### src/common/sbfe_pkg.sv
// constants and carriers for the serial boot flash erase sequencer
// Operation
// - host sends 5AH at 9600; device echoes 5AH, else stays silent and waits
// - valid baud byte echoed; bad one sends A1H, A3H, 62H thrice, halts
// - fifth byte F0H accepted at new rate and echoed as sixth byte
// - unknown command sends A1H, A3H, 63H three times each, then halts
// - 24-bit password count address follows, high byte first, no answer
// - 24-bit password compare address follows, high byte first, no answer
// - password string from byte thirteen on, device answers nothing
// - password mismatch stops all serial traffic and halts the device
// - reception error during addresses or password halts the device
// - erase-area byte: upper nibble start, lower nibble end of region
// - after area byte, checksum high then low byte; nothing on error
// - checksum returned only without reception or record format error
// - after both checksum bytes, wait for next command at new rate
// - new baud rate applied only after its echo has been sent
// - erased locations afterwards read FFH
// - under read protection only full-chip erase allowed, clears it; here readProt is only an input and nothing clears it
// - part is blank, password skipped, when FFFE0H..FFFFFH all FFH
package sbfe_pkg;
  // ****************************************
  // link bytes
  // ****************************************
  localparam logic [7:0] MATCH_BYTE = 8'h5a;
  localparam logic [7:0] ERR_LEAD0  = 8'ha1;
  localparam logic [7:0] ERR_LEAD1  = 8'ha3;
  localparam logic [7:0] ERR_BAUD   = 8'h62;
  localparam logic [7:0] ERR_CMD    = 8'h63;
  localparam logic [7:0] ERASED_VAL = 8'hff;
  localparam logic [7:0] BAUD_INIT  = 8'h28;
  // ****************************************
  // operation commands
  // ****************************************
  localparam logic [7:0] CMD_ERASE = 8'hf0;
  localparam logic [7:0] CMD_WRITE = 8'h30;
  localparam logic [7:0] CMD_RAML  = 8'h60;
  localparam logic [7:0] CMD_SUM   = 8'h90;
  localparam logic [7:0] CMD_ID    = 8'hc0;
  localparam logic [7:0] CMD_STAT  = 8'hc3;
  localparam logic [7:0] CMD_PROT  = 8'hfa;
  // ****************************************
  // layout and counts
  // ****************************************
  localparam logic [23:0] BLANK_LO   = 24'h0fffe0;
  localparam logic [5:0]  BLANK_CNT  = 6'h20;
  localparam logic [3:0]  ADDR_BYTES = 4'h6;
  localparam logic [3:0]  ERR_REPS   = 4'h3;
  localparam logic [3:0]  ERR_TOTAL  = 4'h9;
  localparam logic [7:0]  AREA_FULL  = 8'h0f;
  // ****************************************
  // carriers
  // ****************************************
  typedef struct packed {
    logic [7:0] data;
    logic       err;
  } sbfe_rx_t;
  typedef struct packed {
    logic [3:0] startSel;
    logic [3:0] endSel;
  } sbfe_area_t;
endpackage : sbfe_pkg

### src/core/sbfe_core.sv
// serial boot flash erase command sequencer
`timescale 1ns/100ps
module sbfe_core #(
  parameter int          ADDR_W = 24,
  parameter logic [7:0]  BAUD_A = 8'h28,
  parameter logic [7:0]  BAUD_B = 8'h18,
  parameter logic [7:0]  BAUD_C = 8'h07,
  parameter logic [7:0]  BAUD_D = 8'h0a,
  parameter logic [7:0]  BAUD_E = 8'h05
) (
  // clock and reset
  input  wire logic              sys_clk,
  input  wire logic              nrst,
  input  wire logic              ce,
  // received bytes from the uart
  input  wire logic              rxValid,
  input  wire sbfe_pkg::sbfe_rx_t rxByte,
  // bytes to the uart
  output logic                   txValid,
  output logic [7:0]             txData,
  input  wire logic              txReady,
  // baud selection for the uart
  output logic [7:0]             baudSel,
  // flash read port
  output logic                   rdReq,
  output logic [ADDR_W-1:0]      rdAddr,
  input  wire logic              rdAck,
  input  wire logic [7:0]        rdData,
  // erase engine
  output logic                   eraseReq,
  output sbfe_pkg::sbfe_area_t   eraseArea,
  input  wire logic              eraseDone,
  input  wire logic              eraseFail,
  input  wire logic [15:0]       eraseSum,
  input  wire logic              readProt,
  // status
  output logic                   halted
);

  if (ADDR_W < 20 || ADDR_W > 24) begin : g_chk
    $error("sbfe_core: ADDR_W must lie in 20..24");
  end

  // ****************************************
  // reset release
  // ****************************************
  logic rstMeta_r;
  logic rstSync_r;
  always_ff @(posedge sys_clk or negedge nrst) begin
    if (!nrst) begin
      rstMeta_r <= 1'b0;
      rstSync_r <= 1'b0;
    end else begin
      rstMeta_r <= 1'b1;
      rstSync_r <= rstMeta_r;
    end
  end

  typedef enum logic [4:0] {
    S_MATCH, S_BAUD, S_BAPPLY, S_CMD, S_ADDR, S_BLKRD, S_BLKWT,
    S_CNTRD, S_CNTWT, S_PWDRX, S_PWDWT, S_AREA, S_ERASE,
    S_SUMLO, S_SEND, S_ERR, S_HALT
  } sbfe_state_t;

  sbfe_state_t state_r, state_nxt, ret_r, ret_nxt;
  logic              txValid_r, txValid_nxt;
  logic [7:0]        txData_r, txData_nxt;
  logic [7:0]        baud_r, baud_nxt;
  logic [47:0]       addrs_r, addrs_nxt;
  logic [7:0]        idx_r, idx_nxt;
  logic [7:0]        pwdLen_r, pwdLen_nxt;
  logic [7:0]        pwdByte_r, pwdByte_nxt;
  logic              rdReq_r, rdReq_nxt;
  logic [23:0]       rdAddr_r, rdAddr_nxt;
  logic              blank_r, blank_nxt;
  logic [3:0]        errCnt_r, errCnt_nxt;
  logic [7:0]        errCode_r, errCode_nxt;
  logic              erReq_r, erReq_nxt;
  sbfe_pkg::sbfe_area_t area_r, area_nxt;
  logic [7:0]        sumLo_r, sumLo_nxt;
  logic              halted_r, halted_nxt;

  // ****************************************
  // decoding
  // ****************************************
  wire        rxOk     = rxValid && !rxByte.err;
  wire        rxBad    = rxValid && rxByte.err;
  wire [7:0]  rxd      = rxByte.data;
  wire        txDone   = txValid_r && txReady;
  wire        baudOk   = rxd == BAUD_A || rxd == BAUD_B ||
                         rxd == BAUD_C || rxd == BAUD_D || rxd == BAUD_E;
  wire        cmdKnown = rxd == sbfe_pkg::CMD_ERASE ||
                         rxd == sbfe_pkg::CMD_WRITE ||
                         rxd == sbfe_pkg::CMD_RAML ||
                         rxd == sbfe_pkg::CMD_SUM ||
                         rxd == sbfe_pkg::CMD_ID ||
                         rxd == sbfe_pkg::CMD_STAT ||
                         rxd == sbfe_pkg::CMD_PROT;
  wire [23:0] cntAddr  = addrs_r[47:24];
  wire [23:0] cmpAddr  = addrs_r[23:0];
  wire        lastBlk  = idx_r == {2'h0, sbfe_pkg::BLANK_CNT} - 8'h01;
  wire        lastPwd  = idx_r + 8'h01 == pwdLen_r;
  wire        pwdMiss  = rdData != pwdByte_r;
  wire [7:0]  errByte  = (errCnt_r < sbfe_pkg::ERR_REPS) ?
                         sbfe_pkg::ERR_LEAD0 :
                         (errCnt_r < 2 * sbfe_pkg::ERR_REPS) ?
                         sbfe_pkg::ERR_LEAD1 : errCode_r;
  wire        areaFull = rxd == sbfe_pkg::AREA_FULL;

  // ****************************************
  // sequencer
  // ****************************************
  always_comb begin
    state_nxt   = state_r;
    ret_nxt     = ret_r;
    txValid_nxt = txValid_r;
    txData_nxt  = txData_r;
    baud_nxt    = baud_r;
    addrs_nxt   = addrs_r;
    idx_nxt     = idx_r;
    pwdLen_nxt  = pwdLen_r;
    pwdByte_nxt = pwdByte_r;
    rdReq_nxt   = 1'b0;
    rdAddr_nxt  = rdAddr_r;
    blank_nxt   = blank_r;
    errCnt_nxt  = errCnt_r;
    errCode_nxt = errCode_r;
    erReq_nxt   = erReq_r;
    area_nxt    = sbfe_pkg::sbfe_area_t'(rxd);
    sumLo_nxt   = sumLo_r;
    halted_nxt  = halted_r;
    unique case (state_r)
      S_MATCH: if (rxOk && rxd == sbfe_pkg::MATCH_BYTE) begin
        txValid_nxt = 1'b1;
        txData_nxt  = rxd;
        ret_nxt     = S_BAUD;
        state_nxt   = S_SEND;
      end
      S_BAUD: if (rxValid) begin
        if (rxOk && baudOk) begin
          txValid_nxt = 1'b1;
          txData_nxt  = rxd;
          ret_nxt     = S_BAPPLY;
          state_nxt   = S_SEND;
        end else begin
          errCode_nxt = sbfe_pkg::ERR_BAUD;
          state_nxt   = S_ERR;
        end
      end
      S_BAPPLY: begin
        baud_nxt  = txData_r;
        state_nxt = S_CMD;
      end
      S_CMD: if (rxValid) begin
        if (rxBad || !cmdKnown) begin
          errCode_nxt = sbfe_pkg::ERR_CMD;
          state_nxt   = S_ERR;
        end else begin
          txValid_nxt = 1'b1;
          txData_nxt  = rxd;
          idx_nxt     = 8'h00;
          ret_nxt     = (rxd == sbfe_pkg::CMD_ERASE) ? S_ADDR : S_CMD;
          state_nxt   = S_SEND;
        end
      end
      S_ADDR: if (rxBad) begin
        state_nxt = S_HALT;
      end else if (rxOk) begin
        addrs_nxt = {addrs_r[39:0], rxd};
        idx_nxt   = idx_r + 8'h01;
        if (idx_r == {4'h0, sbfe_pkg::ADDR_BYTES} - 8'h01) begin
          idx_nxt    = 8'h00;
          blank_nxt  = 1'b1;
          rdAddr_nxt = sbfe_pkg::BLANK_LO;
          state_nxt  = S_BLKRD;
        end
      end
      S_BLKRD: begin
        rdReq_nxt = 1'b1;
        state_nxt = S_BLKWT;
      end
      S_BLKWT: if (rdAck) begin
        blank_nxt = blank_r && rdData == sbfe_pkg::ERASED_VAL;
        idx_nxt   = idx_r + 8'h01;
        if (lastBlk) begin
          rdAddr_nxt = cntAddr;
          state_nxt  = (blank_nxt) ? S_AREA : S_CNTRD;
        end else begin
          rdAddr_nxt = rdAddr_r + 24'h000001;
          state_nxt  = S_BLKRD;
        end
      end
      S_CNTRD: begin
        rdReq_nxt = 1'b1;
        state_nxt = S_CNTWT;
      end
      S_CNTWT: if (rdAck) begin
        pwdLen_nxt = rdData;
        idx_nxt    = 8'h00;
        rdAddr_nxt = cmpAddr;
        state_nxt  = (rdData == 8'h00) ? S_HALT : S_PWDRX;
      end
      S_PWDRX: if (rxBad) begin
        state_nxt = S_HALT;
      end else if (rxOk) begin
        pwdByte_nxt = rxd;
        rdReq_nxt   = 1'b1;
        state_nxt   = S_PWDWT;
      end
      S_PWDWT: if (rdAck) begin
        idx_nxt    = idx_r + 8'h01;
        rdAddr_nxt = rdAddr_r + 24'h000001;
        if (pwdMiss) begin
          state_nxt = S_HALT;
        end else begin
          state_nxt = (lastPwd) ? S_AREA : S_PWDRX;
        end
      end
      S_AREA: if (rxBad) begin
        state_nxt = S_HALT;
      end else if (rxOk) begin
        if (readProt && !areaFull) begin
          state_nxt = S_HALT;
        end else begin
          erReq_nxt = 1'b1;
          state_nxt = S_ERASE;
        end
      end
      S_ERASE: if (eraseDone) begin
        erReq_nxt = 1'b0;
        if (eraseFail) begin
          state_nxt = S_HALT;
        end else begin
          txValid_nxt = 1'b1;
          txData_nxt  = eraseSum[15:8];
          sumLo_nxt   = eraseSum[7:0];
          ret_nxt     = S_SUMLO;
          state_nxt   = S_SEND;
        end
      end
      S_SUMLO: begin
        txValid_nxt = 1'b1;
        txData_nxt  = sumLo_r;
        ret_nxt     = S_CMD;
        state_nxt   = S_SEND;
      end
      S_SEND: if (txDone) begin
        txValid_nxt = 1'b0;
        state_nxt   = ret_r;
      end
      S_ERR: if (!txValid_r) begin
        txValid_nxt = 1'b1;
        txData_nxt  = errByte;
      end else if (txReady) begin
        txValid_nxt = 1'b0;
        errCnt_nxt  = errCnt_r + 4'h1;
        if (errCnt_r == sbfe_pkg::ERR_TOTAL - 4'h1) begin
          state_nxt = S_HALT;
        end
      end
      S_HALT: begin
        txValid_nxt = 1'b0;
        erReq_nxt   = 1'b0;
        halted_nxt  = 1'b1;
      end
      default: state_nxt = S_HALT;
    endcase
  end

  // ****************************************
  // state registers
  // ****************************************
  always_ff @(posedge sys_clk or negedge rstSync_r) begin
    if (!rstSync_r) begin
      state_r   <= S_MATCH;
      ret_r     <= S_MATCH;
      txValid_r <= 1'b0;
      txData_r  <= 8'h00;
      baud_r    <= sbfe_pkg::BAUD_INIT;
      addrs_r   <= 48'h000000000000;
      idx_r     <= 8'h00;
      pwdLen_r  <= 8'h00;
      pwdByte_r <= 8'h00;
      rdReq_r   <= 1'b0;
      rdAddr_r  <= 24'h000000;
      blank_r   <= 1'b0;
      errCnt_r  <= 4'h0;
      errCode_r <= 8'h00;
      erReq_r   <= 1'b0;
      area_r    <= 8'h00;
      sumLo_r   <= 8'h00;
      halted_r  <= 1'b0;
    end else if (ce) begin
      state_r   <= state_nxt;
      ret_r     <= ret_nxt;
      txValid_r <= txValid_nxt;
      txData_r  <= txData_nxt;
      baud_r    <= baud_nxt;
      addrs_r   <= addrs_nxt;
      idx_r     <= idx_nxt;
      pwdLen_r  <= pwdLen_nxt;
      pwdByte_r <= pwdByte_nxt;
      rdReq_r   <= rdReq_nxt;
      rdAddr_r  <= rdAddr_nxt;
      blank_r   <= blank_nxt;
      errCnt_r  <= errCnt_nxt;
      errCode_r <= errCode_nxt;
      erReq_r   <= erReq_nxt;
      if (state_r == S_AREA && rxOk) begin
        area_r <= area_nxt;
      end
      sumLo_r   <= sumLo_nxt;
      halted_r  <= halted_nxt;
    end
  end

  // ****************************************
  // outputs
  // ****************************************
  assign txValid   = txValid_r;
  assign txData    = txData_r;
  assign baudSel   = baud_r;
  assign rdReq     = rdReq_r;
  assign rdAddr    = rdAddr_r[ADDR_W-1:0];
  assign eraseReq  = erReq_r;
  assign eraseArea = area_r;
  assign halted    = halted_r;

endmodule : sbfe_core

### config.mk
export PLATFORM = sky130hd
export DESIGN_NAME = sbfe_core
export DESIGN_NICKNAME = d
export VERILOG_FILES = /design/src/common/sbfe_pkg.sv /design/src/core/sbfe_core.sv
export SDC_FILE = /design/constraint.sdc
export NUM_CORES = 1
export LEC_CHECK = 0
export ABC_AREA = 1
export BUFFER_PORTS_ARGS = -buffer_cell sky130_fd_sc_hd__buf_2
export CAP_MARGIN = 25
export CELL_PAD_IN_SITES_DETAIL_PLACEMENT = 0
export CELL_PAD_IN_SITES_GLOBAL_PLACEMENT = 2
export CORE_MARGIN = 3
export CORE_UTILIZATION = 34
export DETAILED_ROUTE_END_ITERATION = 8
export GPL_TIMING_DRIVEN = 0
export PLACE_DENSITY = 0.86
export SYNTH_ARGS = -nofsm -noshare
export SYNTH_HDL_FRONTEND = slang
export SYNTH_SLANG_ARGS = --single-unit
### constraint.sdc
create_clock -name sys_clk -period 6.4 [get_ports sys_clk]
set_input_delay 0.32 -clock sys_clk [delete_from_list [all_inputs] [get_ports sys_clk]]
set_output_delay 0.32 -clock sys_clk [all_outputs]
set_load 0.03 [all_outputs]
Word-level counts from Yosys, hierarchy flattened --
Cells that the tools add are included.
Storage, ports and cells: word-level logic and storage cells 237, flip-flop bits (word level) 157, bits of input ports 42
Cells by class: bitwise logic cells 3, order comparisons 2, add/sub/neg operators 3, multiplexer cells 93, reductions and logical operators 51, equal/unequal tests 64
Operators with widths (number):
- $mux 24 | 7
- $mux 8 | 21
- $mux 5 | 29
- $pmux 24 s4 | 1
- $pmux 5 s17 | 1
- $eq 8x8->1 const B | 6
- $pmux 8 s6 | 1
- $ne 2x2->1 const B | 23
- $eq 5x4->1 const B | 8
- $pmux 8 s4 | 1
- $pmux 5 s5 | 1
- $add 24x1->24 const B | 1
- $eq 8x3->1 const B | 3
- $mux 1 | 22
- $eq 5x3->1 const B | 4
- $reduce_and 10->1 | 2
- $reduce_and 6->1 | 3
- $reduce_and 17->1 | 1
- $eq 8x4->1 const B | 2
- $eq 8x5->1 const B | 2
- $eq 8x6->1 const B | 2
- $eq 8x7->1 const B | 2
- $pmux 8 s2 | 1
- $reduce_and 4->1 | 4
- 35 further kinds | 68

Depth between registers and ports, before layout --
Gate-level depths: netlist of run 1.
word-level depth 12, mapped depth 14, gate-level depth less buffers 13

Least setup slack after synthesis of run 1 --
OpenSTA, ideal clock, no wires.
path type register -> register, from register rdAddr_r[0], in the netlist rdAddr[0], to register rdAddr_r[18], in the netlist rdAddr[18], buffers on the path 0, cell stages (with the launch flop) 11, arrival 1.687 ns, slack 4.595 ns, path through dfrtp_1 ha_1 nand2_1 nor3_1 nand2_1 nor2_1 nand3_1 nand3_1 nand2_1 nor2_1 nor2_1
Between the ends: word-level cells in the longest chain between the ends 4, elaborated cells between the ends (all ways) 5, classes of those cells add/sub (1); mux (4)
Ends and longest elaborated chain:
- start, declared | RTL line sbfe_core.sv:74 | logic [23:0] rdAddr_r, rdAddr_nxt;
- start signal, assigned | RTL line sbfe_core.sv:304 | rdAddr_r <= rdAddr_nxt;
- $add 24x1->24 (*) | RTL line sbfe_core.sv:189, sbfe_core.sv:212
- $mux 24 | RTL line sbfe_core.sv:185 | if (lastBlk) begin
- $mux 24 | RTL line sbfe_core.sv:182 | S_BLKWT: if (rdAck) begin
- $pmux 24 s4 (*) | RTL line sbfe_core.sv:132 | unique case (state_r)
Mark *: on every way between the ends. The rest lies on a longest branch, timed or not. The select of a mux whose other input is x is not followed. A chain may end at the register's enable or synchronous reset.

Worst setup path in the final report of run 1 --
from register idx_r[0], to register rdAddr_r[17], in the netlist rdAddr[17]
Between the ends: word-level cells in the longest chain between the ends 4, elaborated cells between the ends (all ways) 7, classes of those cells eq/ne (3); mux (3); reduce/logical (1)
Ends and longest elaborated chain:
- start, declared | RTL line sbfe_core.sv:70 | logic [7:0] idx_r, idx_nxt;
- start signal, assigned | RTL line sbfe_core.sv:300 | idx_r <= idx_nxt;
- $eq 8x5->1 | RTL line sbfe_core.sv:101 | wire lastBlk = idx_r == {2'h0, sbfe_pkg::BLANK_CNT} - 8'h01;
- $mux 24 | RTL line sbfe_core.sv:185
- $mux 24 | RTL line sbfe_core.sv:182
- $pmux 24 s4 | RTL line sbfe_core.sv:132
Several ways; a longest one is shown, not always the timed one. The select of a mux whose other input is x is not followed.

==> results of run 1 <==
final cells by class:
cell class	count	share of cell area, %
Multi-Input combinational cell	827	40.3
Sequential cell	150	37.7
Timing Repair Buffer	95	5.27
Inverter	139	5.23
Clock buffer	19	4.54
Tap cell	324	4.06
Buffer	28	1.53
Clock inverter	13	1.38
Yosys cell counts (all sizes together), types with 3 or more instances:
| cell | n | area share (%) |
|---|---|---|
| o21ai | 83 | 5.0 |
| dfrtp | 148 | 44 |
| o21bai | 5 | 0.44 |
| clkbuf | 8 | 0.36 |
| xnor2 | 7 | 0.73 |
| nand3 | 93 | 5.8 |
| inv | 139 | 6.2 |
| nand3b | 5 | 0.44 |
| buf | 20 | 1.5 |
| xor2 | 6 | 0.62 |
| nand2 | 369 | 17 |
| a21oi | 36 | 2.4 |
| o2111ai | 3 | 0.31 |
| nor3 | 12 | 0.71 |
| mux2 | 22 | 2.9 |
| nor2 | 130 | 6.4 |
| nand4 | 29 | 2.1 |
| ha | 5 | 0.74 |
| o221ai | 8 | 0.83 |
state kept, by name, summed over array words and instances, names as in the netlist, 2 cells and up:
register and flops:
state_r 5, addrs_r 48, eraseArea 8, pwdByte_r 8, rdAddr 24, errCnt_r 4, pwdLen_r 8, txData 8
sumLo_r 8, errCode_r 2, idx_r 8, ret_r 4, baudSel 8
how the worst max path moves through the flow:
stage | cells past startpoint | slack, ps | startpoint | to
finish | 12 | 4150 | idx_r[0] | rdAddr[17]
global placement | 0 | -220 | rstSync_r | idx_r[3]
floorplan | 0 | 1910 | rstSync_r | addrs_r[0]
CTS | 12 | 4090 | idx_r[0] | rdAddr[17]
detailed placement | 10 | 4110 | idx_r[0] | rdAddr[5]
global route | 10 | 3880 | idx_r[0] | rdAddr[5]
routing by layer:
layer  track usage (%)  vias to the layer above
met5                 0                        -
met3              3.61                       24
met1              30.0                     3736
li1                  -                     3930
met4              4.58                        2
met2              31.6                      199
where the power goes:
part           internal [uW]  switching (uW)  total [uW]
Combinational           20.3            45.3        65.6
Sequential               949            5.12         954
Clock                    571             464        1030
Total                   1540             514        2050
cell families (layout without fill, tap and decap cells):
family                   count (synthesis)  after routing  synth area share (%)
AO/OA/AOI/OAI                          145            145                  9.86
XOR/XNOR                                13             13                  1.35
adder cells (fa/ha/maj)                  5              5                 0.740
buffers and inverters                  167            294                  7.98
flip-flops                             150            150                  44.4
multiplexers                            22             22                  2.93
other                                    1              1                0.0443
AND/OR/NAND/NOR                        641            641                  32.7
metrics by stage:
step,hold slack [ps],area (um^2),cells
after floorplan,24.4,8460,1144
after detailed placement,108,9380,1562
after global placement,106,9320,1560
final,93.5,9980,1595
after CTS,84.5,9980,1595
after global routing,107,9980,1595
critical path, stage by stage, from the launching register on:
cell and delay [ps]:
dfrtp_1 480, ha_1 240, nand2_1 120, inv_1 70
nand2_1 80, nor2_1 220, nand2_1 170, inv_2 160
buf_2 250, nand2_1 70, nand4_1 190, nor2_1 70
nor2_1 80
repair_timing:
action,in CTS,in global routing
resized for setup,0,0
hold buffers,1,0
hold endpoints to repair,2,0
endpoints found under the setup margin,0,0
==> metrics, run 1 <==
status=complete, no violations; Max-Slew Margin vs Limit=58.4%; r2r endpoint=rdAddr[17]; FF+latch count, synth=150; DR vias=7891; FF-to-FF Start=idx_r[0]; post-route ant nets=0; Ys Warns=0; GRT Total Usage=slightly above 20%; Initial Util=34.7%; Final Skew=roughly 17 ps; Fin Setup TNS=0 ps; Worst setup EP type=flip-flop; fillers=about 2700; hold path startpoint=eraseSum[5]; Placer Congestion=between 0.8 and 0.9; P&R area growth vs syn=18.0%; minimum clock period=~2300 ps; WL met3=~1500 um; post-layout util=about two fifths; met1 wire length=13100 um; fmax=about 0.44 GHz; Routed met2 length=around 12000 um; Multi-input gate area=about 4000 um^2; Hold Path Depth=2; H-tree depth=4; Distinct cells, synth=43; CP Data Required Time=about 6800 ps; share of cells above drive strength 1=~17%; Via density=about 5; Post-Synthesis Cell Area=between 8000 and 9000 um^2; worst min-delay path class=primary input to flip-flop; final setup violation count=0; Worst EP arrival=around 2600 ps; Layout Nets=1305; die height=164 um; drt first pass iters=5; RSZ-0062 raised after global routing=no; Reg2Reg Depth=12; # DRC=0; vias in the first global route=~7500; first-pass GRT wire length=approximately 42000 um; dpl hpwl=just over 20000 um; Port Buffers=about 90; core area=between 20000 and 25000 um^2; max_cap viols=0; fin. max-slew vios=0; commonest non-fill, non-tap cell in the layout=nand2_1; DRT Wirelength=26800 um; CTS tree=yes; startpoint type of the worst setup path=flip-flop; chip width=164 um; EDFF count, synth=0; Worst-Skew Late Latency=between 400 and 500 ps; wire per inst=roughly 17 um; Synth async-reset ratio=between 90% and 100%; Leak=approximately 0.0051 uW; total chip power=slightly above 2000 uW; Root Buffer=clkbuf_16; synthesized area per cell=roughly 7.4 um^2; initial antenna violation count=1; register area=roughly 3800 um^2; Most used DFF post-synth=dfrtp_1; sequential area share after synthesis=44.4%; post-CTS setup buffers=0; peak supply drop=around 0.15 mV; Reg2Reg Setup Slack=a little over 4000 ps; Syn Nets=1191; Slew @ Worst Pin=slightly above 600 ps; Hold Path End=sumLo_r[5]; pre-CTS setup slack=around 4100 ps; ANT cells=0; worst setup margin=between 4000 and 5000 ps; final worst path period share=a little over a third; Num CTS Buffers=17; full die area=roughly 27000 um^2; Pwr Density=between 200 and 250 nW/um^2; CP max FO=10; most frequent cells in the layout=nand2_1 (359), dfrtp_1 (147), inv_1 (123), nor2_1 (120), buf_2 (106); Fin. Hold Viols=0; Clock transition at path regs=70 ps; I/O pin cnt=94; Post-Syn Instances=1144; total clock sinks=150; largest net degree at the start of global routing=64; gr ovfl total=0; CTS Buffer Depth=2; Crit Path Class=flip-flop to flip-flop; Top Metal Used=met5; FP Rows=57; initial detailed-routing violation count=roughly 460
Note: power is estimated with default switching activity, not from simulation.
==> inputs of run 2 (changes only) <==
- clock period: 6.4 -> 2.2 ns (I/O delays scaled with it)
==> run 2 against run 1 <==
  * Register-to-register slack worse by 4100 ps
  * Core utilization up 0.96 points
  * Flip-flop and latch count unchanged
  * Non-clock buffer count up 15
  * Worst setup slack worse by 4100 ps
  * Global-route usage up 0.36 points
  * Critical endpoint is now baudSel[4]
==> metrics, run 2 (synthesis gave the netlist of run 1 again) <==
status=complete, no violations; CTS Buffer Depth=2; CP max FO=8; total clock sinks=150; Max-Slew Margin vs Limit=about half; core area=between 20000 and 25000 um^2; final setup violation count=0; Fin. Hold Viols=0; P&R area growth vs syn=20.8%; Pwr Density=586 nW/um^2; fillers=around 2600; initial antenna violation count=1; Multi-input gate area=a little over 4000 um^2; H-tree depth=4; die height=between 150 and 200 um; worst setup margin=53.1 ps; Via density=roughly 4.9; CTS tree=yes; RSZ-0062 raised after global routing=yes; Final Skew=about 16 ps; dpl hpwl=~20000 um; final worst path period share=roughly 98%; initial detailed-routing violation count=about 570; DRT Wirelength=about 27000 um; total chip power=~6000 uW; max reg flops=48; FF-to-FF Start=state_r[0]; chip width=164 um; Slew @ Worst Pin=around 760 ps; most frequent cells in the layout=nand2_1 (357), dfrtp_1 (145), inv_1 (123), nor2_1 (116), buf_2 (104); Worst setup EP type=flip-flop; Crit Path Class=flip-flop to flip-flop; first-pass GRT wire length=roughly 43000 um; Port Buffers=about 90; share of cells above drive strength 1=between 10% and 20%; I/O pin cnt=94; Worst-Skew Late Latency=430 ps; hold path startpoint=rdData[7]; Placer Congestion=roughly 0.85; max_cap viols=0; FP Rows=57; # DRC=0; Num CTS Buffers=17; DR vias=~7800; worst min-delay path class=primary input to flip-flop; full die area=about 27000 um^2; vias in the first global route=7681; post-route ant nets=0; Initial Util=between 30% and 40%; Layout Nets=around 1300; Top reg by flops=addrs_r; Root Buffer=clkbuf_16; peak supply drop=approximately 0.43 mV; wire per inst=16.8 um; Worst EP arrival=~2500 ps; register area=around 3800 um^2; Leak=slightly above 0.005 uW; commonest non-fill, non-tap cell in the layout=nand2_1; pre-CTS setup slack=-63.0 ps; startpoint type of the worst setup path=flip-flop; crit path from=state_r[0]; drt first pass iters=5; CP Data Required Time=2510 ps; minimum clock period=2150 ps; ANT cells=0; largest net degree at the start of global routing=56; fin. max-slew vios=0; Clock transition at path regs=60 ps; fmax=roughly 0.47 GHz; gr ovfl total=0; GRT Total Usage=between 20% and 30%
==> run 2: cell types whose count changed in the layout (fill, tap and decap cells not counted), sizes merged <==
cell / previous run / this run
buf: 114 / 119
bufinv: 1 / 3
clkbuf: 27 / 29
clkinvlp: 1 / 3
dlygate4sd3: 1 / 10
inv: 146 / 141
==> run 2: report_power, final <==
| part | total (uW) | leakage, uW | internal, uW | switching, uW |
|---|---|---|---|---|
| clock | 3010 | 0.000281 | 1790 | 1220 |
| combinational | 198 | 0.00297 | 69.5 | 129 |
| sequential | 2780 | 0.00195 | 2760 | 20.8 |
==> run 2: worst paths after layout <==
path | to | slack, ps | depth (start not counted)
max in group asynchronous | addrs_r[11] | 800 | 2
setup / recovery | baudSel[4] | 50 | 6
setup reg to reg | baudSel[4] | 50 | 6
min in group asynchronous | errCnt_r[2] | 370 | 0
hold reg to reg | errCnt_r[2] | 370 | 0
hold / removal | pwdLen_r[7] | 30 | 3
==> run 2: repair_timing <==
action	4_1_cts	5_1_grt
endpoints found under the setup margin	5	42
setup buffers	0	6
hold buffers	10	0
hold endpoints to repair	10	0
pin swaps	0	7
resized for setup	4	13
==> run 2: final cells by class <==
cell class,count,share of cell area [%]
tap,324,3.97
multi-input combinational,827,39.8
clock inverter,12,1.51
buffer,28,1.58
inverter,139,5.11
clock buffer,20,4.27
sequential,150,36.8
timing repair buffer,110,6.96
==> run 2: per-layer routing <==
| layer | global-route usage, % | wire [um] | vias to the layer above |
|---|---|---|---|
| li1 | - | - | 3950 |
| met1 | 29.6 | 13200 | 3687 |
| met2 | 33.1 | 12200 | 166 |
| met3 | 4.06 | 1320 | 20 |
| met4 | 4.50 | 256 | 2 |
| met5 | 0 | 13 | - |
==> run 2: through the flow <==
| stage | utilization [%] | setup TNS, ps | cell area (um^2) | hold WS (ps) | instances |
|---|---|---|---|---|---|
| 6_report | 41.9 | 0 | 10200 | 30.4 | 1610 |
| 5_1_grt | 41.9 | -2.78 | 10200 | 42.3 | 1610 |
| 4_1_cts | 41.3 | 0 | 10100 | 18.4 | 1604 |
| 3_5_place_dp | 38.5 | -177 | 9380 | -96.2 | 1562 |
| 3_3_place_gp | 38.2 | -4900 | 9330 | -105 | 1560 |
| 2_1_floorplan | - | 0 | 8460 | -186 | 1144 |
==> run 2: worst max-delay path: stages, from the launching register on <==
cell	delay, ps
dfrtp_1	350
clkbuf_4	180
inv_1	140
nand3_4	150
nor3_1	450
nand2_1	380
mux2_2	370
